$ cat src/rtl/mpzc_defs.svh
// Register map, field positions, reset values and clearing lengths of the memory power and
// zeroization control block. Assumes a 32-bit Wishbone slave decoding byte addresses.
//
// Behaviour
// RULE1: Retention enables in bits 13:8 reset to 0; 1 keeps data, blocks access.
// RULE2: Bit 11 pairs banks 3/7, 10 pairs 2/6, 9 pairs 1/5, 13 ROM, 12 icache.
// RULE3: Bit 8 puts banks 0 and 4 together into retention.
// RULE4: RAM wait-state bit 4 resets to 1; 1 adds one wait state per access.
// RULE5: Flash wait-state field bits 2:0 resets to 5, range 0 to 7.
// RULE6: Writing 1 to bit 0, 1 or 2 clears that RAM bank; reads 1 while busy.
// RULE7: Writing 1 to bit 4 clears icache data and tags; reads 1 while busy.
// RULE8: Writing 1 to bit 3 clears RAM check bits; reads 1 while busy.
// RULE9: Writing 0 to zeroize bits does nothing; reserved bits read 0.
`ifndef MPZC_DEFS_SVH
`define MPZC_DEFS_SVH

`define MPZC_ADR_W 8
`define MPZC_CLK_CTRL_OFS 8'h28
`define MPZC_ZERO_CTRL_OFS 8'h2c

`define MPZC_FWS_LSB 0
`define MPZC_FWS_MSB 2
`define MPZC_FWS_RESET 3'h5
`define MPZC_RAMWS_BIT 4
`define MPZC_RAMWS_RESET 1'h1
`define MPZC_RET_LSB 8
`define MPZC_RET_MSB 13
`define MPZC_RET_RESET 6'h00

`define MPZC_Z_SRAM_A 0
`define MPZC_Z_SRAM_B 1
`define MPZC_Z_SRAM_C 2
`define MPZC_Z_CHECKBITS 3
`define MPZC_Z_ICACHE 4
`define MPZC_Z_COUNT 5

`define MPZC_CLR_ADR_W 16
`define MPZC_SRAM_BANK_WORDS 16'h2000
`define MPZC_CHECKBIT_WORDS 16'h6000
`define MPZC_ICACHE_WORDS 16'h0400

`endif

$ cat src/rtl/mpzc_pkg.sv
// Types shared by the memory power and zeroization control block.
// Assumes the constants header is included by the files that use it.
package mpzc_pkg;
    typedef enum logic [1:0] {
        MPZC_IDLE = 2'b01,
        MPZC_CLEAR = 2'b10
    } mpzc_state_e;
endpackage : mpzc_pkg

$ cat src/rtl/mpzc_top.sv
// Memory power and zeroization control: two registers on a classic Wishbone slave that drive
// retention enables, wait states and five clearing engines.
// Assumes the memory arrays honour the retention and wait-state levels and take zero writes.
`timescale 1ns/10ps
`include "mpzc_defs.svh"
module mpzc_top (
    input wire logic sys_clk,
    input wire logic srst,
    input wire logic wb_cyc_i,
    input wire logic wb_stb_i,
    input wire logic wb_we_i,
    input wire logic [`MPZC_ADR_W-1:0] wb_adr_i,
    input wire logic [3:0] wb_sel_i,
    input wire logic [31:0] wb_dat_i,
    output logic [31:0] wb_dat_o,
    output logic wb_ack_o,
    output logic rom_retention_enable,
    output logic icache_retention_enable,
    output logic sram_pair_d_retention_enable,
    output logic sram_pair_c_retention_enable,
    output logic sram_pair_b_retention_enable,
    output logic sram_pair_a_retention_enable,
    output logic sram_wait_state_enable,
    output logic [2:0] flash_wait_states,
    output logic sram_bank_a_zero_we,
    output logic [`MPZC_CLR_ADR_W-1:0] sram_bank_a_zero_addr,
    output logic sram_bank_b_zero_we,
    output logic [`MPZC_CLR_ADR_W-1:0] sram_bank_b_zero_addr,
    output logic sram_bank_c_zero_we,
    output logic [`MPZC_CLR_ADR_W-1:0] sram_bank_c_zero_addr,
    output logic checkbit_zero_we,
    output logic [`MPZC_CLR_ADR_W-1:0] checkbit_zero_addr,
    output logic icache_zero_we,
    output logic [`MPZC_CLR_ADR_W-1:0] icache_zero_addr
);
    function automatic logic reg_hit(input logic [`MPZC_ADR_W-1:0] adr,
                                     input logic [`MPZC_ADR_W-1:0] ofs);
        reg_hit = (adr == ofs);
    endfunction : reg_hit

    // A write reaches a field only with its byte lane set and its register addressed.
    function automatic logic lane_write(input logic commit,
                                        input logic lane,
                                        input logic [`MPZC_ADR_W-1:0] adr,
                                        input logic [`MPZC_ADR_W-1:0] ofs);
        lane_write = commit && lane && reg_hit(adr, ofs);
    endfunction : lane_write

    logic [5:0] retention;
    logic ram_ws;
    logic [2:0] fws;
    logic [`MPZC_Z_COUNT-1:0] clear_start;
    logic [`MPZC_Z_COUNT-1:0] clear_busy;
    logic req;
    logic wr_commit;
    logic [31:0] next_rdata;
    logic clk_lane0_wr;
    logic clk_lane1_wr;
    logic zero_lane0_wr;

    assign req = wb_cyc_i && wb_stb_i;
    // Writes land on the edge where the master sees ack, never earlier.
    assign wr_commit = req && wb_we_i && wb_ack_o;

    // Each byte lane gates its own fields, so a narrow write leaves the other fields alone.
    assign clk_lane1_wr = lane_write(wr_commit, wb_sel_i[1], wb_adr_i, `MPZC_CLK_CTRL_OFS);
    assign clk_lane0_wr = lane_write(wr_commit, wb_sel_i[0], wb_adr_i, `MPZC_CLK_CTRL_OFS);
    assign zero_lane0_wr = lane_write(wr_commit, wb_sel_i[0], wb_adr_i, `MPZC_ZERO_CTRL_OFS);

    // One wait cycle, then ack for one cycle; ack drops the cycle after it was given.
    always_ff @(posedge sys_clk) begin
        if (srst) begin
            wb_ack_o <= 1'b0;
        end else begin
            wb_ack_o <= req && !wb_ack_o;
        end
    end

    always_comb begin
        next_rdata = 32'h0000_0000; // [RULE9]
        if (reg_hit(wb_adr_i, `MPZC_CLK_CTRL_OFS)) begin
            next_rdata[`MPZC_RET_MSB:`MPZC_RET_LSB] = retention;
            next_rdata[`MPZC_RAMWS_BIT] = ram_ws;
            next_rdata[`MPZC_FWS_MSB:`MPZC_FWS_LSB] = fws;
        end else if (reg_hit(wb_adr_i, `MPZC_ZERO_CTRL_OFS)) begin
            next_rdata[`MPZC_Z_COUNT-1:0] = clear_busy; // [RULE6] [RULE7] [RULE8]
        end
    end

    // Unmapped addresses are acknowledged and read as zero.
    always_ff @(posedge sys_clk) begin
        if (srst) begin
            wb_dat_o <= 32'h0000_0000;
        end else if (req && !wb_ack_o) begin
            wb_dat_o <= next_rdata;
        end
    end

    always_ff @(posedge sys_clk) begin
        if (srst) begin
            retention <= `MPZC_RET_RESET; // [RULE1]
        end else if (clk_lane1_wr) begin
            retention <= wb_dat_i[`MPZC_RET_MSB:`MPZC_RET_LSB]; // [RULE1]
        end
    end

    always_ff @(posedge sys_clk) begin
        if (srst) begin
            ram_ws <= `MPZC_RAMWS_RESET; // [RULE4]
        end else if (clk_lane0_wr) begin
            ram_ws <= wb_dat_i[`MPZC_RAMWS_BIT]; // [RULE4]
        end
    end

    always_ff @(posedge sys_clk) begin
        if (srst) begin
            fws <= `MPZC_FWS_RESET; // [RULE5]
        end else if (clk_lane0_wr) begin
            fws <= wb_dat_i[`MPZC_FWS_MSB:`MPZC_FWS_LSB]; // [RULE5]
        end
    end

    // A zero bit leaves its engine alone; a one starts it unless it already runs.
    always_comb begin
        clear_start = '0;
        if (zero_lane0_wr) begin
            clear_start = wb_dat_i[`MPZC_Z_COUNT-1:0]; // [RULE9]
        end
    end

    // Level outputs toward the arrays are registered here so they leave straight from flops.
    always_ff @(posedge sys_clk) begin
        if (srst) begin
            rom_retention_enable <= 1'b0;
            icache_retention_enable <= 1'b0;
            sram_pair_d_retention_enable <= 1'b0;
            sram_pair_c_retention_enable <= 1'b0;
            sram_pair_b_retention_enable <= 1'b0;
            sram_pair_a_retention_enable <= 1'b0;
        end else begin
            rom_retention_enable <= retention[5]; // [RULE2]
            icache_retention_enable <= retention[4]; // [RULE2]
            sram_pair_d_retention_enable <= retention[3]; // [RULE2]
            sram_pair_c_retention_enable <= retention[2]; // [RULE2]
            sram_pair_b_retention_enable <= retention[1]; // [RULE2]
            sram_pair_a_retention_enable <= retention[0]; // [RULE3]
        end
    end

    always_ff @(posedge sys_clk) begin
        if (srst) begin
            sram_wait_state_enable <= `MPZC_RAMWS_RESET;
        end else begin
            sram_wait_state_enable <= ram_ws; // [RULE4]
        end
    end

    // The arrays see a new flash setting one cycle after the register takes it.
    always_ff @(posedge sys_clk) begin
        if (srst) begin
            flash_wait_states <= `MPZC_FWS_RESET;
        end else begin
            flash_wait_states <= fws; // [RULE5]
        end
    end

    // Each engine runs alone; a start that reaches a busy engine is dropped inside it.

    mpzc_zeroizer #(
        .WORDS(`MPZC_SRAM_BANK_WORDS)
    ) u_zero_sram_a (
        .sys_clk(sys_clk),
        .srst(srst),
        .start(clear_start[`MPZC_Z_SRAM_A]), // [RULE6]
        .busy(clear_busy[`MPZC_Z_SRAM_A]),
        .zero_we(sram_bank_a_zero_we),
        .zero_addr(sram_bank_a_zero_addr)
    );

    mpzc_zeroizer #(
        .WORDS(`MPZC_SRAM_BANK_WORDS)
    ) u_zero_sram_b (
        .sys_clk(sys_clk),
        .srst(srst),
        .start(clear_start[`MPZC_Z_SRAM_B]), // [RULE6]
        .busy(clear_busy[`MPZC_Z_SRAM_B]),
        .zero_we(sram_bank_b_zero_we),
        .zero_addr(sram_bank_b_zero_addr)
    );

    mpzc_zeroizer #(
        .WORDS(`MPZC_SRAM_BANK_WORDS)
    ) u_zero_sram_c (
        .sys_clk(sys_clk),
        .srst(srst),
        .start(clear_start[`MPZC_Z_SRAM_C]), // [RULE6]
        .busy(clear_busy[`MPZC_Z_SRAM_C]),
        .zero_we(sram_bank_c_zero_we),
        .zero_addr(sram_bank_c_zero_addr)
    );

    mpzc_zeroizer #(
        .WORDS(`MPZC_CHECKBIT_WORDS)
    ) u_zero_checkbits (
        .sys_clk(sys_clk),
        .srst(srst),
        .start(clear_start[`MPZC_Z_CHECKBITS]), // [RULE8]
        .busy(clear_busy[`MPZC_Z_CHECKBITS]),
        .zero_we(checkbit_zero_we),
        .zero_addr(checkbit_zero_addr)
    );

    // Data and tag arrays share one index, so one engine clears both in step.
    mpzc_zeroizer #(
        .WORDS(`MPZC_ICACHE_WORDS)
    ) u_zero_icache (
        .sys_clk(sys_clk),
        .srst(srst),
        .start(clear_start[`MPZC_Z_ICACHE]), // [RULE7]
        .busy(clear_busy[`MPZC_Z_ICACHE]),
        .zero_we(icache_zero_we),
        .zero_addr(icache_zero_addr)
    );
endmodule : mpzc_top

$ cat src/rtl/mpzc_zeroizer.sv
// One clearing engine: walks an array from word 0 upward, writing zeros, then goes idle.
// Assumes the array takes one zero write per clock while zero_we is high.
`timescale 1ns/10ps
`include "mpzc_defs.svh"
module mpzc_zeroizer #(
    parameter logic [`MPZC_CLR_ADR_W-1:0] WORDS = `MPZC_SRAM_BANK_WORDS
) (
    input wire logic sys_clk,
    input wire logic srst,
    input wire logic start,
    output logic busy,
    output logic zero_we,
    output logic [`MPZC_CLR_ADR_W-1:0] zero_addr
);
    mpzc_pkg::mpzc_state_e state;
    logic last_word;

    assign last_word = (zero_addr == WORDS - 16'h0001);

    // A start while busy is dropped, so a second request cannot restart a half-done pass.
    always_ff @(posedge sys_clk) begin
        if (srst) begin
            state <= mpzc_pkg::MPZC_IDLE;
        end else begin
            unique case (state)
                mpzc_pkg::MPZC_IDLE: begin
                    if (start) begin
                        state <= mpzc_pkg::MPZC_CLEAR;
                    end
                end
                mpzc_pkg::MPZC_CLEAR: begin
                    if (last_word) begin
                        state <= mpzc_pkg::MPZC_IDLE;
                    end
                end
                default: begin
                    state <= mpzc_pkg::MPZC_IDLE;
                end
            endcase
        end
    end

    always_ff @(posedge sys_clk) begin
        if (srst) begin
            zero_addr <= '0;
        end else if (state == mpzc_pkg::MPZC_CLEAR && !last_word) begin
            zero_addr <= zero_addr + 16'h0001;
        end else if (state == mpzc_pkg::MPZC_IDLE) begin
            zero_addr <= '0;
        end
    end

    always_ff @(posedge sys_clk) begin
        if (srst) begin
            busy <= 1'b0;
            zero_we <= 1'b0;
        end else if (state == mpzc_pkg::MPZC_IDLE) begin
            busy <= start;
            zero_we <= start;
        end else begin
            busy <= !last_word;
            zero_we <= !last_word;
        end
    end
endmodule : mpzc_zeroizer

$ cat config.mk
export PLATFORM = sky130hd
export DESIGN_NAME = mpzc_top
export DESIGN_NICKNAME = d
export VERILOG_FILES = /design/src/rtl/mpzc_pkg.sv /design/src/rtl/mpzc_top.sv /design/src/rtl/mpzc_zeroizer.sv
export VERILOG_INCLUDE_DIRS = /design/src /design/src/rtl
export SDC_FILE = /design/constraint.sdc
export NUM_CORES = 1
export LEC_CHECK = 0
export BUFFER_PORTS_ARGS = -buffer_cell sky130_fd_sc_hd__buf_2
export CORE_ASPECT_RATIO = 1.1
export CORE_UTILIZATION = 24
export CTS_BUF_LIST = sky130_fd_sc_hd__clkbuf_4
export DETAILED_ROUTE_END_ITERATION = 10
export SLEW_MARGIN = 10
export SYNTH_ARGS = -nofsm -noshare
export SYNTH_HDL_FRONTEND = slang
export SYNTH_SLANG_ARGS = --single-unit
$ cat constraint.sdc
create_clock -name sys_clk -period 2.2 [get_ports sys_clk]
set_input_delay 0.11 -clock sys_clk [delete_from_list [all_inputs] [get_ports sys_clk]]
set_output_delay 0.11 -clock sys_clk [all_outputs]
set_load 0.01 [all_outputs]
==> impl_results.md <==
* Result of the run: completed
* Worst ir drop on vdd at 320 uV
* Core region area at 25400 um^2
* Post-synthesis sequential element count at ~130
* Buffering stage count on the worst path with inverters included at 0
* Critical-path top delay cell: or3_1
* CTS tree: yes
* Max-slew violation total from the final report at 0
* Number of buffers created by CTS at 17
* Capture point of the worst reg-to-reg path: u_zero_icache.zero_addr[5]$_SDFFE_PP0P_
* Netlist cell types at 72
* Setup crit end: u_zero_icache.zero_addr[5]$_SDFFE_PP0P_
* Max Root-Sink Buffers at 2
* Multiplexer fraction of the synthesized cell area at between 3 and 4%
* Number of H-tree branching levels at 4
* Pin count of the biggest net entering global routing at 48
* Cell count after synthesis at 740
* FFs w/ async S/R, synth at 0%
* Post-layout worst setup margin at approximately 170 ps
* Drt first pass iters at 5
* Worst endpoint data arrival time at 2460 ps
* Critical path's top delay family: simple AND/OR/NAND/NOR gates
* Final sum of negative setup slack at 0 ps
* Dominant synthesized flop cell: dfxtp_1
* Worst-Skew Late Latency at 540 ps
* Dominant combinational cell family by area after synthesis: simple AND/OR/NAND/NOR gates
* Area share of the largest cell type after synthesis at 40.7%
* Utilization of the core after routing at 30.6%
* Growth of design area from synthesis to finish at 24.6%
* CP Depth at 6
* Commonest cells post-synth: 127 x dfxtp_1, 67 x nor2_1, 65 x nand2_1
* Number of vias per cell at around 4.8
* Hold path cells at 5
* Data required time of the worst path at 2620 ps
* CTS sink count at 127
* Worst-path maximum fanout at 10
* Post-synthesis simple-gate area fraction at 29.6%
* Multi-input combinational cell area at 3460 um^2
* Seq/Total Area, Yosys at between 40% and 50%
* Wire length per cell at 14.0 um
* Sequence of cells on the critical path: ha_1 -> nand2_1 -> or3_1 -> o21ai_4 -> nor3_1 -> a211o_1
* Maximum single-stage delay on the critical path at 520 ps
* Post-cts resize count at 0
* Leading cell type by number of instances after synthesis: dfxtp_1
* Total vias in the final route at 6000
* Power density over the cells at between 500 and 600 nW/um^2
* Final Routed Wirelength at 17600 um
* Relative max-transition margin at 59.8%
* Residual overflow from global routing at 0
* Fillers at around 2700
* Die outline width at 156 um
* Slew of the pin with the lowest slew margin at 602 ps
* Total Nets Final at around 960
* Detailed-placement wirelength estimate at approximately 13000 um
* Number of global-route vias before repair at between 5000 and 6000
* Worst hold margin at 83.7 ps
* First element of the critical path: u_zero_icache.zero_addr[0]$_SDFFE_PP0P_
* Global-route total usage across every layer at between 10% and 20%
* Antenna violations before repair at 1
* Die boundary height at 171 um
* Setup violations, final at 0
* Top area cells in the synthesized netlist: dfxtp_1 41%, nor2_1 4.0%, nand2_1 3.9%
* Number of top-level pins at 177
* Hold Crit Class: input port to flop
* Final worst path period need at 2030 ps
* Reported max-cap violation count at 0
* Average size of a mapped cell at 8.45 um^2
* Root Driver: clkbuf_4
* Category of the worst setup path capture point: flop
* Worst R2R Path Depth at 6
* Setup WS pre-CTS at 193 ps
* Setup slack on the worst flop-to-flop path at ~170 ps
* RSZ-0062 raised after global routing: no
* Max frequency at 492 MHz
* Classification of the worst setup path: flop to flop
* RePlAce Congestion at 0.808
* Final count of hold timing violations at 0
* Post-synthesis compound-gate area fraction at 17.9%
* Post-detailed-route DRC marker count at 0
* Initial core utilization at 24.6%
* Detailed Route Iter0 Violations at just over 200
* Worst reg2reg path startpoint: u_zero_icache.zero_addr[0]$_SDFFE_PP0P_
* Placement Rows at 61
* Total Power Consumption at 0.00418 W
* Input/output buffers at approximately 130
* Clock transition at the registers of the reported paths at 120 ps
* Adder and majority gate portion of the synthesized area at 1.00%
* Crit start category: flop
* Post-synthesis instance area at 6250 um^2
* Leakage power of the design at 3.05 nW
* Global-route wire length before repair at 28100 um
* Number of enable flip-flop cells after synthesis at 0
* Antenna viol nets, final at 0
* Part of the cycle the worst path needs at between 90% and 100%
* YS warnings at 0
* Storage cell area at 2540 um^2
* Top cell type by total area after synthesis: dfxtp_1
* Clock Skews at 26.8 ps
* Xor/xnor share of the synthesized area at 2.24%
* DIE AREA at 26700 um^2
* Fraction of layout instances using a drive strength above 1 at 24.3%
worst min-delay path, stage by stage:
cell and delay, ps:
buf_2 100, nand2_1 90, nor3_4 80, mux2i_1 120, nor2_1 70
worst min path at each step:
stage / to / slack, ps / start
after floorplan: fws[0]$_SDFFE_PP1P_ / 240 / wb_dat_i[0]
after global placement: fws[0]$_SDFFE_PP1P_ / 340 / wb_dat_i[0]
after detailed placement: fws[0]$_SDFFE_PP1P_ / 340 / wb_dat_i[0]
after CTS: retention[5]$_SDFFE_PP0P_ / 9 / wb_sel_i[1]
after global routing: retention[5]$_SDFFE_PP0P_ / 40 / wb_sel_i[1]
final: retention[0]$_SDFFE_PP0P_ / 80 / wb_sel_i[1]
where the power goes:
group	internal [W]	switching, W	total (W)
Clock	0.000800	0.000952	0.00175
Sequential	0.00230	0.000000435	0.00230
Combinational	0.0000461	0.0000784	0.000125
metrics by stage:
step	cells	area (um^2)
global route	1261	7790
detailed placement	1216	7360
global placement	1216	7360
floorplan	760	6330
finish	1261	7790
CTS	1260	7790
per-layer routing:
metal  part of all wire [%]  wire [um]  global-route usage, %  vias to the layer above
li1                       -          -                      -                     3012
met1                     46       8080                   16.6                     2841
met2                     48       8460                   22.3                      134
met3                    5.1        898                   3.91                       13
met4                   0.97        171                   3.71                        0
met5                      0          0                      0                        -
cell type report:
cell class | instances | share of cell area [%]
Antenna cell | 1 | 0.0321
Sequential cell | 127 | 32.6
Multi-Input combinational cell | 572 | 44.4
Timing Repair Buffer | 174 | 13.1
Clock inverter | 14 | 2.15
Tap cell | 346 | 5.56
Inverter | 9 | 0.434
Clock buffer | 18 | 1.73
placed cells by master, fill, tap and decap left out, drive strengths merged, types with 4 or more instances in the layout:
cell type	Yosys	layout
or4	10	10
nand3b	4	4
nor2b	22	22
or3	13	13
and3	13	13
a22o	6	6
nor3	23	23
conb	1	21
nor2	67	67
nand2b	12	12
or2	6	6
xnor2	9	9
ha	5	5
nor3b	4	4
xor2	7	7
nand2	66	66
and2	11	11
a211oi	6	6
buf	32	162
clkbuf	20	18
inv	6	7
a22oi	11	11
nand3	44	44
o211ai	11	11
o21ai	38	38
a31oi	7	7
dfxtp	127	127
clkinv	3	10
a21o	12	12
nand4	30	30
dlygate4sd3	0	12
mux2i	15	15
a21oi	41	41
nor4	8	8
and4	7	7
mux2	5	5
o32ai	5	5
sequential cells by signal, summed over array words and instances, names as in the netlist, 3 cells and up:
signal	flops
u_zero_checkbits.zero_addr	16
u_zero_icache.zero_addr	16
u_zero_sram_a.zero_addr	16
u_zero_sram_b.zero_addr	16
u_zero_sram_c.zero_addr	16
wb_dat_o	11
retention	6
flash_wait_states	3
fws	3
timing repair:
action / in CTS / in global routing
hold buffers: 12 / 0
setup endpoints to repair: 0 / 0
buffers inserted: 0 / 0
hold endpoints to repair: 28 / 0
logic make-up after synthesis:
| logic type | count (synthesis) |
|---|---|
| buffers and inverters | 61 |
| other | 1 |
| xor gates and xnor gates | 16 |
| and+or+nand+nor | 346 |
| DFF | 127 |
| AOI/OAI and AO/OA | 164 |
| adders and majority gates | 5 |
| muxes | 20 |
Power figures use the tool's default switching activity.
